## config.mk

```make
export PLATFORM = sky130hd
export DESIGN_NAME = ssr_top
export DESIGN_NICKNAME = d
export VERILOG_FILES = /design/src/ssr_pkg.sv /design/src/ssr_car_setup.sv /design/src/ssr_limit_synth.sv /design/src/ssr_top.sv
export SDC_FILE = /design/constraint.sdc
export NUM_CORES = 1
export LEC_CHECK = 0
export CORE_MARGIN = 2
export CORE_UTILIZATION = 58
export CTS_CLUSTER_SIZE = 20
export DETAILED_ROUTE_END_ITERATION = 8
export DONT_BUFFER_PORTS = 1
export GPL_TIMING_DRIVEN = 0
export PLACE_DENSITY = 0.77
export SETUP_SLACK_MARGIN = 0.2
export SLEW_MARGIN = 20
export SYNTH_ARGS = -nofsm -noshare
export SYNTH_HDL_FRONTEND = slang
export SYNTH_HIERARCHICAL = 1
export SYNTH_SLANG_ARGS = --single-unit
```

## constraint.sdc

```tcl
create_clock -name clk_i -period 2.06 [get_ports clk_i]
set_input_delay 0.618 -clock clk_i [delete_from_list [all_inputs] [get_ports clk_i]]
set_output_delay 0.618 -clock clk_i [all_outputs]
set_load 0.05 [all_outputs]
```

## src/ssr_pkg.sv

```systemverilog
// Shared constants and types for the serial signal reduction block
package ssr_pkg;
  localparam int unsigned CLK_FREQ_HZ = 125_000_000;
  // Buzzer and lamp half period of one beep or flash
  localparam int unsigned BEEP_HALF_MS = 100;
  localparam int unsigned BEEP_HALF_CYC = (CLK_FREQ_HZ / 1000) * BEEP_HALF_MS;
  // Hall panel link is lost when no frame arrives in this time
  localparam int unsigned LINK_TIMEOUT_MS = 200;
  localparam int unsigned LINK_TIMEOUT_CYC =
    (CLK_FREQ_HZ / 1000) * LINK_TIMEOUT_MS;
  // Jumper bits: 0..2 are jumpers 1..3, bit 3 is jumper D
  localparam logic [3:0] SETUP_JUMPERS = 4'h7;
  localparam logic [2:0] ENTER_BEEPS = 3'h2;
  localparam logic [2:0] EXIT_BEEPS = 3'h3;
  localparam logic [2:0] ENTER_HALVES = 3'(ENTER_BEEPS << 1);
  localparam logic [2:0] EXIT_HALVES = 3'(EXIT_BEEPS << 1);
  localparam logic NV_RESET_VALUE = 1'h0;
  // Spare input positions in the hall panel message
  localparam int SPARE_LOCK_BIT = 0;
  localparam int SPARE_FIRE_BIT = 1;
  // Board door relay bit positions
  localparam int BRD_CLOSE = 0;
  localparam int BRD_OPEN1 = 1;
  localparam int BRD_OPEN2 = 2;
  localparam int BRD_ANY = 3;
  typedef enum logic [2:0] {
    SU_IDLE,
    SU_INTRO,
    SU_SET,
    SU_OUTRO,
    SU_SAVE
  } ssr_setup_state_t;
endpackage : ssr_pkg

```

## src/ssr_car_setup.sv

```systemverilog
// Car panel setting mode for the serial door control enable
`timescale 1ns/1ps
module ssr_car_setup #(
  parameter int unsigned BEEP_HALF_CYC = ssr_pkg::BEEP_HALF_CYC
) (
  input wire logic clk_i,
  input wire logic arst_n_i,
  input wire logic ce_i,
  input wire logic [3:0] jumper_i,
  input wire logic open1_btn_i,
  input wire logic nv_setting_i,
  output logic door_en_o,
  output logic lamp_o,
  output logic buzzer_o,
  output logic nv_write_o,
  output logic nv_data_o,
  output logic setting_mode_o
);
  ssr_pkg::ssr_setup_state_t state_reg;
  logic [31:0] tone_cnt_reg;
  logic [2:0] half_reg;
  logic loaded_reg, stored_reg, edit_reg, btn_q_reg;
  logic tone_wrap, tone_done, press, jumpers_set, sounding;

  assign jumpers_set = jumper_i == ssr_pkg::SETUP_JUMPERS;
  assign sounding = state_reg == ssr_pkg::SU_INTRO
    || state_reg == ssr_pkg::SU_OUTRO;
  assign tone_wrap = tone_cnt_reg == 32'(BEEP_HALF_CYC - 1);
  assign tone_done = tone_wrap && half_reg == 3'h1;
  assign press = open1_btn_i & ~btn_q_reg;

  always_ff @(posedge clk_i or negedge arst_n_i) begin
    if (!arst_n_i) begin
      state_reg <= ssr_pkg::SU_IDLE;
      tone_cnt_reg <= 32'h0;
      half_reg <= 3'h0;
    end else if (ce_i) begin
      tone_cnt_reg <= (!sounding || tone_wrap) ? 32'h0
        : tone_cnt_reg + 32'h1;
      if (sounding && tone_wrap)
        half_reg <= half_reg - 3'h1;
      unique case (state_reg)
        ssr_pkg::SU_IDLE: if (loaded_reg && jumpers_set) begin
          state_reg <= ssr_pkg::SU_INTRO; // RULE4
          half_reg <= ssr_pkg::ENTER_HALVES;
        end
        ssr_pkg::SU_INTRO: if (tone_done) begin
          state_reg <= ssr_pkg::SU_SET;
        end
        ssr_pkg::SU_SET: if (!jumpers_set) begin
          state_reg <= ssr_pkg::SU_OUTRO; // RULE6
          half_reg <= ssr_pkg::EXIT_HALVES;
        end
        ssr_pkg::SU_OUTRO: if (tone_done) begin
          state_reg <= ssr_pkg::SU_SAVE;
        end
        ssr_pkg::SU_SAVE: state_reg <= ssr_pkg::SU_IDLE;
        default: state_reg <= ssr_pkg::SU_IDLE;
      endcase
    end
  end

  // Stored value is fetched once after reset, before setup is allowed
  always_ff @(posedge clk_i or negedge arst_n_i) begin
    if (!arst_n_i) begin
      loaded_reg <= 1'h0;
      stored_reg <= ssr_pkg::NV_RESET_VALUE;
      edit_reg <= ssr_pkg::NV_RESET_VALUE;
      btn_q_reg <= 1'h0;
    end else if (ce_i) begin
      btn_q_reg <= open1_btn_i;
      if (!loaded_reg) begin
        loaded_reg <= 1'h1;
        stored_reg <= nv_setting_i; // RULE18
      end
      if (state_reg == ssr_pkg::SU_IDLE)
        edit_reg <= stored_reg;
      else if (state_reg == ssr_pkg::SU_SET && press)
        edit_reg <= ~edit_reg; // RULE5
      if (state_reg == ssr_pkg::SU_SAVE)
        stored_reg <= edit_reg; // RULE6
    end
  end

  always_ff @(posedge clk_i or negedge arst_n_i) begin
    if (!arst_n_i) begin
      door_en_o <= ssr_pkg::NV_RESET_VALUE;
      lamp_o <= 1'h0;
      buzzer_o <= 1'h0;
      nv_write_o <= 1'h0;
      nv_data_o <= ssr_pkg::NV_RESET_VALUE;
      setting_mode_o <= 1'h0;
    end else if (ce_i) begin
      door_en_o <= stored_reg;
      buzzer_o <= sounding & ~half_reg[0]; // RULE4
      lamp_o <= (state_reg == ssr_pkg::SU_SET && edit_reg)
        || (state_reg == ssr_pkg::SU_OUTRO && edit_reg
        && !half_reg[0]); // RULE5
      nv_write_o <= state_reg == ssr_pkg::SU_SAVE; // RULE18
      nv_data_o <= edit_reg;
      setting_mode_o <= state_reg != ssr_pkg::SU_IDLE;
    end
  end

  if (BEEP_HALF_CYC < 1) begin : g_bad_beep
    $error("BEEP_HALF_CYC must be at least 1");
  end
endmodule : ssr_car_setup

```

## src/ssr_limit_synth.sv

```systemverilog
// Top and bottom limit generation from terminal and door zone inputs
`timescale 1ns/1ps
module ssr_limit_synth (
  input wire logic clk_i,
  input wire logic arst_n_i,
  input wire logic ce_i,
  input wire logic limit_synthesis_enable_i,
  input wire logic top_terminal_i,
  input wire logic bottom_terminal_i,
  input wire logic up_door_zone_i,
  input wire logic down_door_zone_i,
  input wire logic wired_top_limit_i,
  input wire logic wired_bottom_limit_i,
  output logic top_limit_o,
  output logic bottom_limit_o
);
  always_ff @(posedge clk_i or negedge arst_n_i) begin
    if (!arst_n_i) begin
      top_limit_o <= 1'h0;
      bottom_limit_o <= 1'h0;
    end else if (ce_i) begin
      if (limit_synthesis_enable_i) begin
        // RULE3
        top_limit_o <= top_terminal_i & down_door_zone_i
          & ~up_door_zone_i; // RULE1
        bottom_limit_o <= bottom_terminal_i & up_door_zone_i
          & ~down_door_zone_i; // RULE2
      end else begin
        top_limit_o <= wired_top_limit_i;
        bottom_limit_o <= wired_bottom_limit_i;
      end
    end
  end
endmodule : ssr_limit_synth

```

## src/ssr_top.sv

```systemverilog
// Serial signal reduction: limits, car door relays, hall lock and fire
// Functional notes
// (RULE1) Synthesise top limit from terminal and zones
// (RULE2) Synthesise bottom limit from terminal and zones
// (RULE3) Synthesis enabled: wired limits are not used
// (RULE4) Jumpers 1-3 fitted, D open: setup, two beeps
// (RULE5) Open-1 lamp shows enable; press toggles it
// (RULE6) Jumpers removed: flash, beep three, store, exit
// (RULE7) Enabled: car relays follow bus door commands
// (RULE8) Board door relays mirror bus door commands
// (RULE9) Lock and fire travel in hall messages
// (RULE10) Exactly one hall panel selects serial source
// (RULE11) Spare input 0 lock, spare 1 fire
// (RULE12) Serial lock used only when enabled
// (RULE13) Lock invert flips received lock level
// (RULE14) Serial fire used only when enabled
// (RULE15) Fire invert flips received fire level
// (RULE16) Serial or local fire enters fire mode; with serial fire enabled, a lost link blocks local fire too
// (RULE17) Link missing: no lock or fire mode while the serial source is enabled; local inputs still drive them when disabled
// (RULE18) Door setting kept in nonvolatile storage
`timescale 1ns/1ps
module ssr_top #(
  parameter int unsigned BEEP_HALF_CYC = ssr_pkg::BEEP_HALF_CYC,
  parameter int unsigned LINK_TIMEOUT_CYC = ssr_pkg::LINK_TIMEOUT_CYC
) (
  input wire logic clk_i,
  input wire logic arst_n_i,
  input wire logic ce_i,
  // Hoistway limit synthesis
  input wire logic limit_synthesis_enable_i,
  input wire logic top_terminal_i,
  input wire logic bottom_terminal_i,
  input wire logic up_door_zone_i,
  input wire logic down_door_zone_i,
  input wire logic wired_top_limit_i,
  input wire logic wired_bottom_limit_i,
  output logic top_limit_o,
  output logic bottom_limit_o,
  // Car panel setup and storage
  input wire logic [3:0] jumper_i,
  input wire logic open1_btn_i,
  input wire logic nv_setting_i,
  output logic door_open1_lamp_o,
  output logic buzzer_o,
  output logic nv_write_o,
  output logic nv_data_o,
  output logic setting_mode_o,
  output logic door_serial_en_o,
  // Door commands received from the bus
  input wire logic can_door_valid_i,
  input wire logic can_door_close_i,
  input wire logic can_door_open1_i,
  input wire logic can_door_open2_i,
  output logic car_close_relay_o,
  output logic car_open1_relay_o,
  output logic car_open2_relay_o,
  output logic [3:0] board_door_relays_o,
  // Hall panel message and lock/fire settings
  input wire logic hall_frame_valid_i,
  input wire logic hall_select_ok_i,
  input wire logic [1:0] hall_spare_i,
  input wire logic serial_lock_enable_i,
  input wire logic serial_lock_invert_i,
  input wire logic serial_fire_enable_i,
  input wire logic serial_fire_invert_i,
  input wire logic local_lock_input_i,
  input wire logic local_fire_input_i,
  output logic hall_link_ok_o,
  output logic lock_mode_o,
  output logic fire_mode_o
);
  logic door_en;
  logic [2:0] door_cmd;
  logic [31:0] wd_cnt_reg;
  logic link_ok_reg;
  logic hall_lock_cmd_reg;
  logic hall_fire_cmd_reg;
  logic wd_expire;
  logic serial_lock;
  logic serial_fire;

  ssr_limit_synth u_limit (
    .clk_i(clk_i),
    .arst_n_i(arst_n_i),
    .ce_i(ce_i),
    .limit_synthesis_enable_i(limit_synthesis_enable_i),
    .top_terminal_i(top_terminal_i),
    .bottom_terminal_i(bottom_terminal_i),
    .up_door_zone_i(up_door_zone_i),
    .down_door_zone_i(down_door_zone_i),
    .wired_top_limit_i(wired_top_limit_i),
    .wired_bottom_limit_i(wired_bottom_limit_i),
    .top_limit_o(top_limit_o),
    .bottom_limit_o(bottom_limit_o)
  );

  ssr_car_setup #(
    .BEEP_HALF_CYC(BEEP_HALF_CYC)
  ) u_setup (
    .clk_i(clk_i),
    .arst_n_i(arst_n_i),
    .ce_i(ce_i),
    .jumper_i(jumper_i),
    .open1_btn_i(open1_btn_i),
    .nv_setting_i(nv_setting_i),
    .door_en_o(door_en),
    .lamp_o(door_open1_lamp_o),
    .buzzer_o(buzzer_o),
    .nv_write_o(nv_write_o),
    .nv_data_o(nv_data_o),
    .setting_mode_o(setting_mode_o)
  );

  assign door_cmd[ssr_pkg::BRD_CLOSE] = can_door_close_i;
  assign door_cmd[ssr_pkg::BRD_OPEN1] = can_door_open1_i;
  assign door_cmd[ssr_pkg::BRD_OPEN2] = can_door_open2_i;

  // Door relays; car relays share one common terminal outside
  always_ff @(posedge clk_i or negedge arst_n_i) begin
    if (!arst_n_i) begin
      car_close_relay_o <= 1'h0;
      car_open1_relay_o <= 1'h0;
      car_open2_relay_o <= 1'h0;
      board_door_relays_o <= 4'h0;
      door_serial_en_o <= 1'h0;
    end else if (ce_i) begin
      door_serial_en_o <= door_en;
      if (!door_en) begin
        // Disabled: relays must not hold a stale command
        car_close_relay_o <= 1'h0;
        car_open1_relay_o <= 1'h0;
        car_open2_relay_o <= 1'h0;
      end else if (can_door_valid_i) begin
        car_close_relay_o <= door_cmd[ssr_pkg::BRD_CLOSE]; // RULE7
        car_open1_relay_o <= door_cmd[ssr_pkg::BRD_OPEN1];
        car_open2_relay_o <= door_cmd[ssr_pkg::BRD_OPEN2];
      end
      if (can_door_valid_i) begin
        board_door_relays_o <= {|door_cmd, door_cmd}; // RULE8
      end
    end
  end

  // Lock and fire bits latched only from a selected hall panel
  always_ff @(posedge clk_i or negedge arst_n_i) begin
    if (!arst_n_i) begin
      hall_lock_cmd_reg <= 1'h0;
      hall_fire_cmd_reg <= 1'h0;
    end else if (ce_i) begin
      if (hall_frame_valid_i && hall_select_ok_i) begin
        // RULE9
        hall_lock_cmd_reg <= hall_spare_i[ssr_pkg::SPARE_LOCK_BIT]; // RULE11
        hall_fire_cmd_reg <= hall_spare_i[ssr_pkg::SPARE_FIRE_BIT];
      end
    end
  end

  assign wd_expire = wd_cnt_reg == 32'(LINK_TIMEOUT_CYC - 1);

  // Link watchdog; counter parks at expiry so it cannot wrap back
  always_ff @(posedge clk_i or negedge arst_n_i) begin
    if (!arst_n_i) begin
      wd_cnt_reg <= 32'h0;
      link_ok_reg <= 1'h0;
      hall_link_ok_o <= 1'h0;
    end else if (ce_i) begin
      hall_link_ok_o <= link_ok_reg;
      if (hall_frame_valid_i) begin
        wd_cnt_reg <= 32'h0;
        // Open jumper on the panel counts as no source
        link_ok_reg <= hall_select_ok_i; // RULE10
      end else if (wd_expire) begin
        link_ok_reg <= 1'h0; // RULE17
      end else begin
        wd_cnt_reg <= wd_cnt_reg + 32'h1;
      end
    end
  end

  // Inversion applies only while the link is good, else idle
  assign serial_lock = link_ok_reg
    & (hall_lock_cmd_reg ^ serial_lock_invert_i); // RULE13
  assign serial_fire = link_ok_reg
    & (hall_fire_cmd_reg ^ serial_fire_invert_i); // RULE15

  always_ff @(posedge clk_i or negedge arst_n_i) begin
    if (!arst_n_i) begin
      lock_mode_o <= 1'h0;
    end else if (ce_i) begin
      if (serial_lock_enable_i)
        lock_mode_o <= serial_lock; // RULE12
      else
        lock_mode_o <= local_lock_input_i;
    end
  end

  // With serial fire enabled, lost link blocks fire mode even with the local input active
  always_ff @(posedge clk_i or negedge arst_n_i) begin
    if (!arst_n_i) begin
      fire_mode_o <= 1'h0;
    end else if (ce_i) begin
      if (serial_fire_enable_i)
        fire_mode_o <= link_ok_reg
          & (serial_fire | local_fire_input_i); // RULE16
      else
        fire_mode_o <= local_fire_input_i; // RULE14
    end
  end

  if (LINK_TIMEOUT_CYC < 2) begin : g_bad_timeout
    $error("LINK_TIMEOUT_CYC must be at least 2");
  end
endmodule : ssr_top
```

==> results of run 1 <==
## power breakdown
part	switching (mW)	internal, mW
Combinational	0.405	0.409
Clock	0.720	0.517
Sequential	0.347	2.07
Total	1.47	2.99
## worst max-delay path by stage
stage,cells after the start,start,slack [ns],endpoint
6_report,9,wd_cnt_reg[24],-0.07,wd_cnt_reg[18]
2_1_floorplan,8,wd_cnt_reg[15],0.09,wd_cnt_reg[13]
3_5_place_dp,6,wd_cnt_reg[8],-0.21,wd_cnt_reg[20]
4_1_cts,8,wd_cnt_reg[15],-0.006,wd_cnt_reg[23]
5_1_grt,8,wd_cnt_reg[15],-0.12,wd_cnt_reg[23]
3_3_place_gp,5,wd_cnt_reg[10],-0.27,wd_cnt_reg[20]
## cells in the final DEF, fill, tap and decap left out, drive strengths merged, types with 15 or more instances in the layout
cell type and n:
nor4 22, nand2 43, o21ai 19, nand4 27, nand3 37, inv 22, nor3 22, a21oi 15
dfrtp 96, buf 76, o2bb2ai 15, clkbuf 30, nor2 62, xnor2 22
## per-layer routing
metal | share of wire | track usage | vias to the layer above | wire [µm]
li1 | - | - | 2288 | -
met5 | 0 | 0 | - | 0
met1 | 0.39 | 0.372 | 2531 | 6240
met3 | 0.061 | 0.0402 | 58 | 967
met4 | 0.033 | 0.128 | 0 | 521
met2 | 0.52 | 0.515 | 220 | 8220
## cells by family after synthesis
| group | after synthesis | share of synthesized area |
|---|---|---|
| AOI/OAI and AO/OA | 103 | 0.139 |
| xor gates and xnor gates | 28 | 0.0452 |
| adders and majority gates | 4 | 0.00923 |
| buffers and inverters | 57 | 0.0515 |
| DFF | 96 | 0.443 |
| muxes | 20 | 0.0388 |
| and+or+nand+nor | 275 | 0.273 |
## synthesized netlist by cell type (all sizes together), types with 8 or more instances
master,count,area [µm²]
o21ai,19,95.1
o2bb2ai,15,131
mux2i,12,120
nand4,27,175
nand3,37,185
inv,20,75.1
dfrtp,96,2400
and3,10,62.6
xnor2,22,193
nor3,22,115
nand2,43,161
a21oi,15,75.1
mux2,8,90.1
clkbuf,20,78.8
nor4,22,159
nor2,62,233
nand2b,9,56.3
buf,16,121
## worst max-delay path, delay by kind of cell (launching register included)
kind / cells / cell delay (ns)
simple gates: 4 / 0.84
buf+inv: 4 / 0.55
flops: 1 / 0.36
compound gates: 1 / 0.27
## layout make-up
cell class                 instances  area share
buffer                            36      0.0394
clock buffer                      11      0.0219
clock inverter                     4     0.00543
inverter                          21      0.0114
multi-input combinational        430       0.470
sequential                        96       0.349
tap                              111      0.0201
timing repair buffer              59      0.0829
## per-stage QoR
step           TNS [ns]  instances  setup slack [ns]
6_report         -0.229        768           -0.0657
5_1_grt          -0.930        768            -0.118
4_1_cts        -0.00644        754          -0.00644
3_5_place_dp      -1.00        694            -0.213
3_3_place_gp      -1.26        694            -0.266
2_1_floorplan         0        583            0.0862
## timing repair
action,CTS,global route
resized for setup,93,75
cloned,2,0
pin swaps,28,41
endpoints found under the hold margin,96,96
setup endpoints to repair,59,61
buffers inserted,43,14
==> metrics, run 1 <==
Post-synth top flop=dfrtp_1; Routability Congestion=slightly below 0.9; setup slack after layout=-0.0657 ns; TritonCTS Buffers=9; clk sinks=96; Worst R2R End=wd_cnt_reg[18]; slowest CP cell=or3_4; final setup fails=6; number of global-route vias before repair=4929; clock root buffer=clkbuf_8; element type at the critical path start=register; minimum clock period=2.13 ns; Slew Viols, Final=0; Pwr Total=4.46 mW; Worst EP arrival=2.41 ns; pin count of the biggest net entering global routing=97; CP max stage delay=0.37 ns; critical path class=reg2reg; maximum vdd drop=0.383 mV; fin crit share=1.03; reg2reg path depth=9; area of the core=a little over 9000 µm²; Multi-input gate area=3250 µm²; grt total ovfl=0; Die H=101 µm; Avg Inst Size Synth=9.30 µm²; Rows=35; CTS tree=done; Final Hold Viols=96; worst path required time=2.34 ns; Worst-path clk slew=0.10 ns; Reg2Reg Launch Point=wd_cnt_reg[24]; Pleak=about 2.8 nW; Die X=101 µm; DR vias/cell=6.64; R2R Setup Slk=-0.07 ns; vias after detailed routing=between 5000 and 6000; antenna violations before repair=0; crit-path max FO=10; nets@finish=687; cells after synthesis=583; global-route wire length before repair=24000 µm; Reg area=2420 µm²; Max Cap Violations=0; clock skew=~0.013 ns; Post-synth EDFFs=0; Yosys reg bits=96; # DRC=0; WL final=16000 µm; fin util=0.756; DP Area=5570 µm²; Highest Clock Rate=470 MHz; area grow syn2layout=27.6%; PortBufs=0; power per cell area=645 nW/µm²; H-tree levels=3; CP Capture Type=register; mapped cell area=approximately 5400 µm²; starting density of the core=0.592; syn_nets=about 600; Detailed Routing Iterations Pass 1=5; Die ar.=about 10000 µm²; RSZ-0062 raised after global routing=true; CTS Buffer Depth=2; most used cell, CP=buf_6; Post-DRT Antenna Nets=0; layout cells sized above 1=0.301; worst hold margin=-0.0745 ns; fillcell total=between 500 and 600; Least-Margin Pin Slew=0.620 ns; yosys warns=6; worst-skew pair later-pin latency=0.38 ns; Post-synth ARST share=1.00; register area share after synthesis=0.443; final instance area=6920 µm²; failing checks=hold timing, setup timing; I/O pins=48; CP cell instances=buf_2 > or4b_4 > nor4_4 > and4b_1 > buf_6 > buf_12 > buf_6 > or3_4 > o311ai_2; status=finished, violations left; post-synthesis cell type count=66; worst min path class=in2async; routed len/inst=20.8 µm; DP Wirelength=8880 µm; DR iter-0 viols=369; GRT Resource Usage Total=0.297; slew margin rel.=0.587; final antenna diode count=0
(Power assumes the default switching activity.)
==> inputs of run 2 (changes only) <==
- ABC_AREA: unset -> 1
==> metrics, run 2 <==
Slew Viols, Final=0; Die X=105 µm; pin count of the biggest net entering global routing=97; Die H=105 µm; Post-synth ARST share=1.00; CP max stage delay=approximately 0.4 ns; I/O pins=48; final antenna diode count=0; Detailed Routing Iterations Pass 1=5; Reg2Reg Launch Point=wd_cnt_reg[1]; worst-skew pair later-pin latency=0.39 ns; layout cells sized above 1=0.0940; commonest non-fill, non-tap cell in the layout=nand2_1; critical path class=reg2reg; minimum clock period=between 1.5 and 2 ns; R2R Setup Slk=0.27 ns; crit-path max FO=10; nets@finish=933; syn_nets=912; Worst Setup EP=wd_cnt_reg[2]; xor-xnor portion of the synthesized cell area=0.0103; WL final=14800 µm; Highest Clock Rate=559 MHz; clock root buffer=clkbuf_8; routed len/inst=14.3 µm; clock skew=0.0117 ns; vias after detailed routing=5624; CTS tree=done; setup TNS=0 ns; DR vias/cell=~5.4; cells after synthesis=878; area of the core=about 9900 µm²; clk sinks=96; grt total ovfl=0; final setup fails=0; cell with the most instances after synthesis=nand2_1; top cell type by total area after synthesis=dfrtp_1; yosys warns=6; slew margin rel.=0.600; antenna violations before repair=0; Die ar.=11000 µm²; Least-Margin Pin Slew=0.600 ns; CP Capture Type=register; global-route wire length before repair=24200 µm; internal power=2.90 mW; element type at the critical path start=register; Switching Share=0.370; fin crit share=0.869; RSZ-0062 raised after global routing=true; DR iter-0 viols=399; starting density of the core=0.601; Post-synth EDFFs=0; Post-DRT Antenna Nets=0; Yosys reg bits=96; H-tree levels=3; Synth Area in Compound Gates=0.0899; Clock power frac=0.265; Post-Synth Simple-Gate Area=0.399; maximum vdd drop=0.674 mV; switching power total=1.71 mW; status=finished, violations left; sequential share of power=0.540; CTS Buffer Depth=2; Worst EP arrival=2.10 ns; placed cells=1011; post-route insts no fill=~1000; Worst-path clk slew=0.10 ns; fillcell total=867; Gate power share=0.195; # DRC=0; reg2reg path depth=10; area grow syn2layout=9.40%; largest family of logic cells by synthesized area=simple AND/OR/NAND/NOR gates; Avg Inst Size Synth=6.75 µm²; power per cell area=between 700 and 800 nW/µm²; Pleak=2.83 nW; Routability Congestion=roughly 0.92; fin util=0.657; Final Hold Viols=96; worst hold margin=-0.0861 ns; Yosys top cell area share=0.405; PortBufs=0; TritonCTS Buffers=9; register area share after synthesis=0.405; most used cell, CP=nor2_4; Synth Area in Adders=0.00845; DP Wirelength=between 10000 and 15000 µm; number of global-route vias before repair=5249; Rows=36; Worst R2R End=wd_cnt_reg[2]; mux cell area share after synthesis=0.00380; Crit. Startpoint=wd_cnt_reg[1]; commonest cells after routing, fill and taps aside=nand2_1 (296), nor2_1 (128), inv_1 (96); failing checks=hold timing; Post-synth top cells=nand2_1 (298), nor2_1 (129), dfrtp_1 (96), inv_1 (96), nand3_1 (67); worst min path class=in2async; Post-synth top flop=dfrtp_1; slowest CP cell=dfrtp_1; largest cells by area after synthesis=dfrtp_1 (41%), nand2_1 (19%), nor2_1 (8.2%); worst path required time=approximately 2.4 ns; mapped cell area=just under 6000 µm²; GRT Resource Usage Total=0.269; CP cell instances=ha_2 > nand2_2 > nor2_4 > nand3_2 > nor2_4 > nand3_4 > nand2_8 > buf_8 > nand2_1 > o21ai_1; post-synthesis cell type count=32; Max Cap Violations=0
run 2: final cells by class:
type                    instances  area, µm²  area share
repair buffers                  9        103      0.0158
multi-input cells             667       3100       0.478
clock buffers                  11        151      0.0234
flip-flops and latches         96       2400       0.371
inverters                     100        378      0.0583
clock inverters                 5       40.0     0.00618
plain buffers                  16        141      0.0218
well taps                     133        166      0.0257
run 2: cells by family (layout without fill, tap and decap cells):
logic type	count (synthesis)	in the layout
AND/OR/NAND/NOR	554	555
buffers and inverters	116	141
AO/OA/AOI/OAI	99	99
flip-flops	96	96
XOR/XNOR	7	7
adder cells (fa/ha/maj)	4	4
multiplexers	2	2
run 2: what timing repair did:
item	CTS	global route
endpoints found under the setup margin	0	29
resized for setup	0	23
setup buffers	0	7
hold endpoints to repair	96	96
run 2: stage by stage:
step | setup slack [ns] | instance area, µm² | hold WS [ns] | total power, mW
global placement | 0.278 | 6090 | 0.325 | 3.29
finish | 0.270 | 6480 | -0.0861 | 4.61
detailed placement | 0.268 | 6090 | 0.325 | 3.33
CTS | 0.244 | 6280 | -0.0884 | 4.53
global route | 0.137 | 6480 | -0.0922 | 4.83
floorplan | 0.456 | 5930 | 0.322 | 3.12
run 2: power groups by stage:
stage	sequential, mW	combinational [mW]	clock (mW)
3_3_place_gp	2.52	0.777	0
6_report	2.49	0.898	1.22
2_1_floorplan	2.48	0.635	0
4_1_cts	2.49	0.811	1.24
3_5_place_dp	2.52	0.808	0
5_1_grt	2.51	1.01	1.31
run 2: worst min path at each step:
| stage | from | end | slack [ns] | cells past startpoint |
|---|---|---|---|---|
| finish | arst_n_i | wd_cnt_reg[12] | -0.09 | 0 |
| detailed placement | arst_n_i | wd_cnt_reg[31] | 0.33 | 0 |
| CTS | arst_n_i | wd_cnt_reg[7] | -0.09 | 0 |
| global placement | arst_n_i | wd_cnt_reg[31] | 0.33 | 0 |
| global route | arst_n_i | wd_cnt_reg[11] | -0.09 | 0 |
| floorplan | arst_n_i | board_door_relays_o[0] | 0.32 | 0 |
run 2: per-layer routing:
layer	GRT usage	share of wire	vias to the layer above	routed length, µm
met4	0.121	0.027	0	403
met3	0.0324	0.037	28	543
met2	0.462	0.50	137	7390
li1	-	-	2830	-
met5	0	0	-	0
met1	0.340	0.44	2629	6450
run 2: worst max-delay path: cells and delay by family, from the launching register on:
| kind | cells | cell delay [ns] |
|---|---|---|
| compound gates | 1 | 0.09 |
| fa+ha+maj | 1 | 0.21 |
| buf+inv | 1 | 0.15 |
| flops | 1 | 0.40 |
| simple gates | 7 | 0.85 |
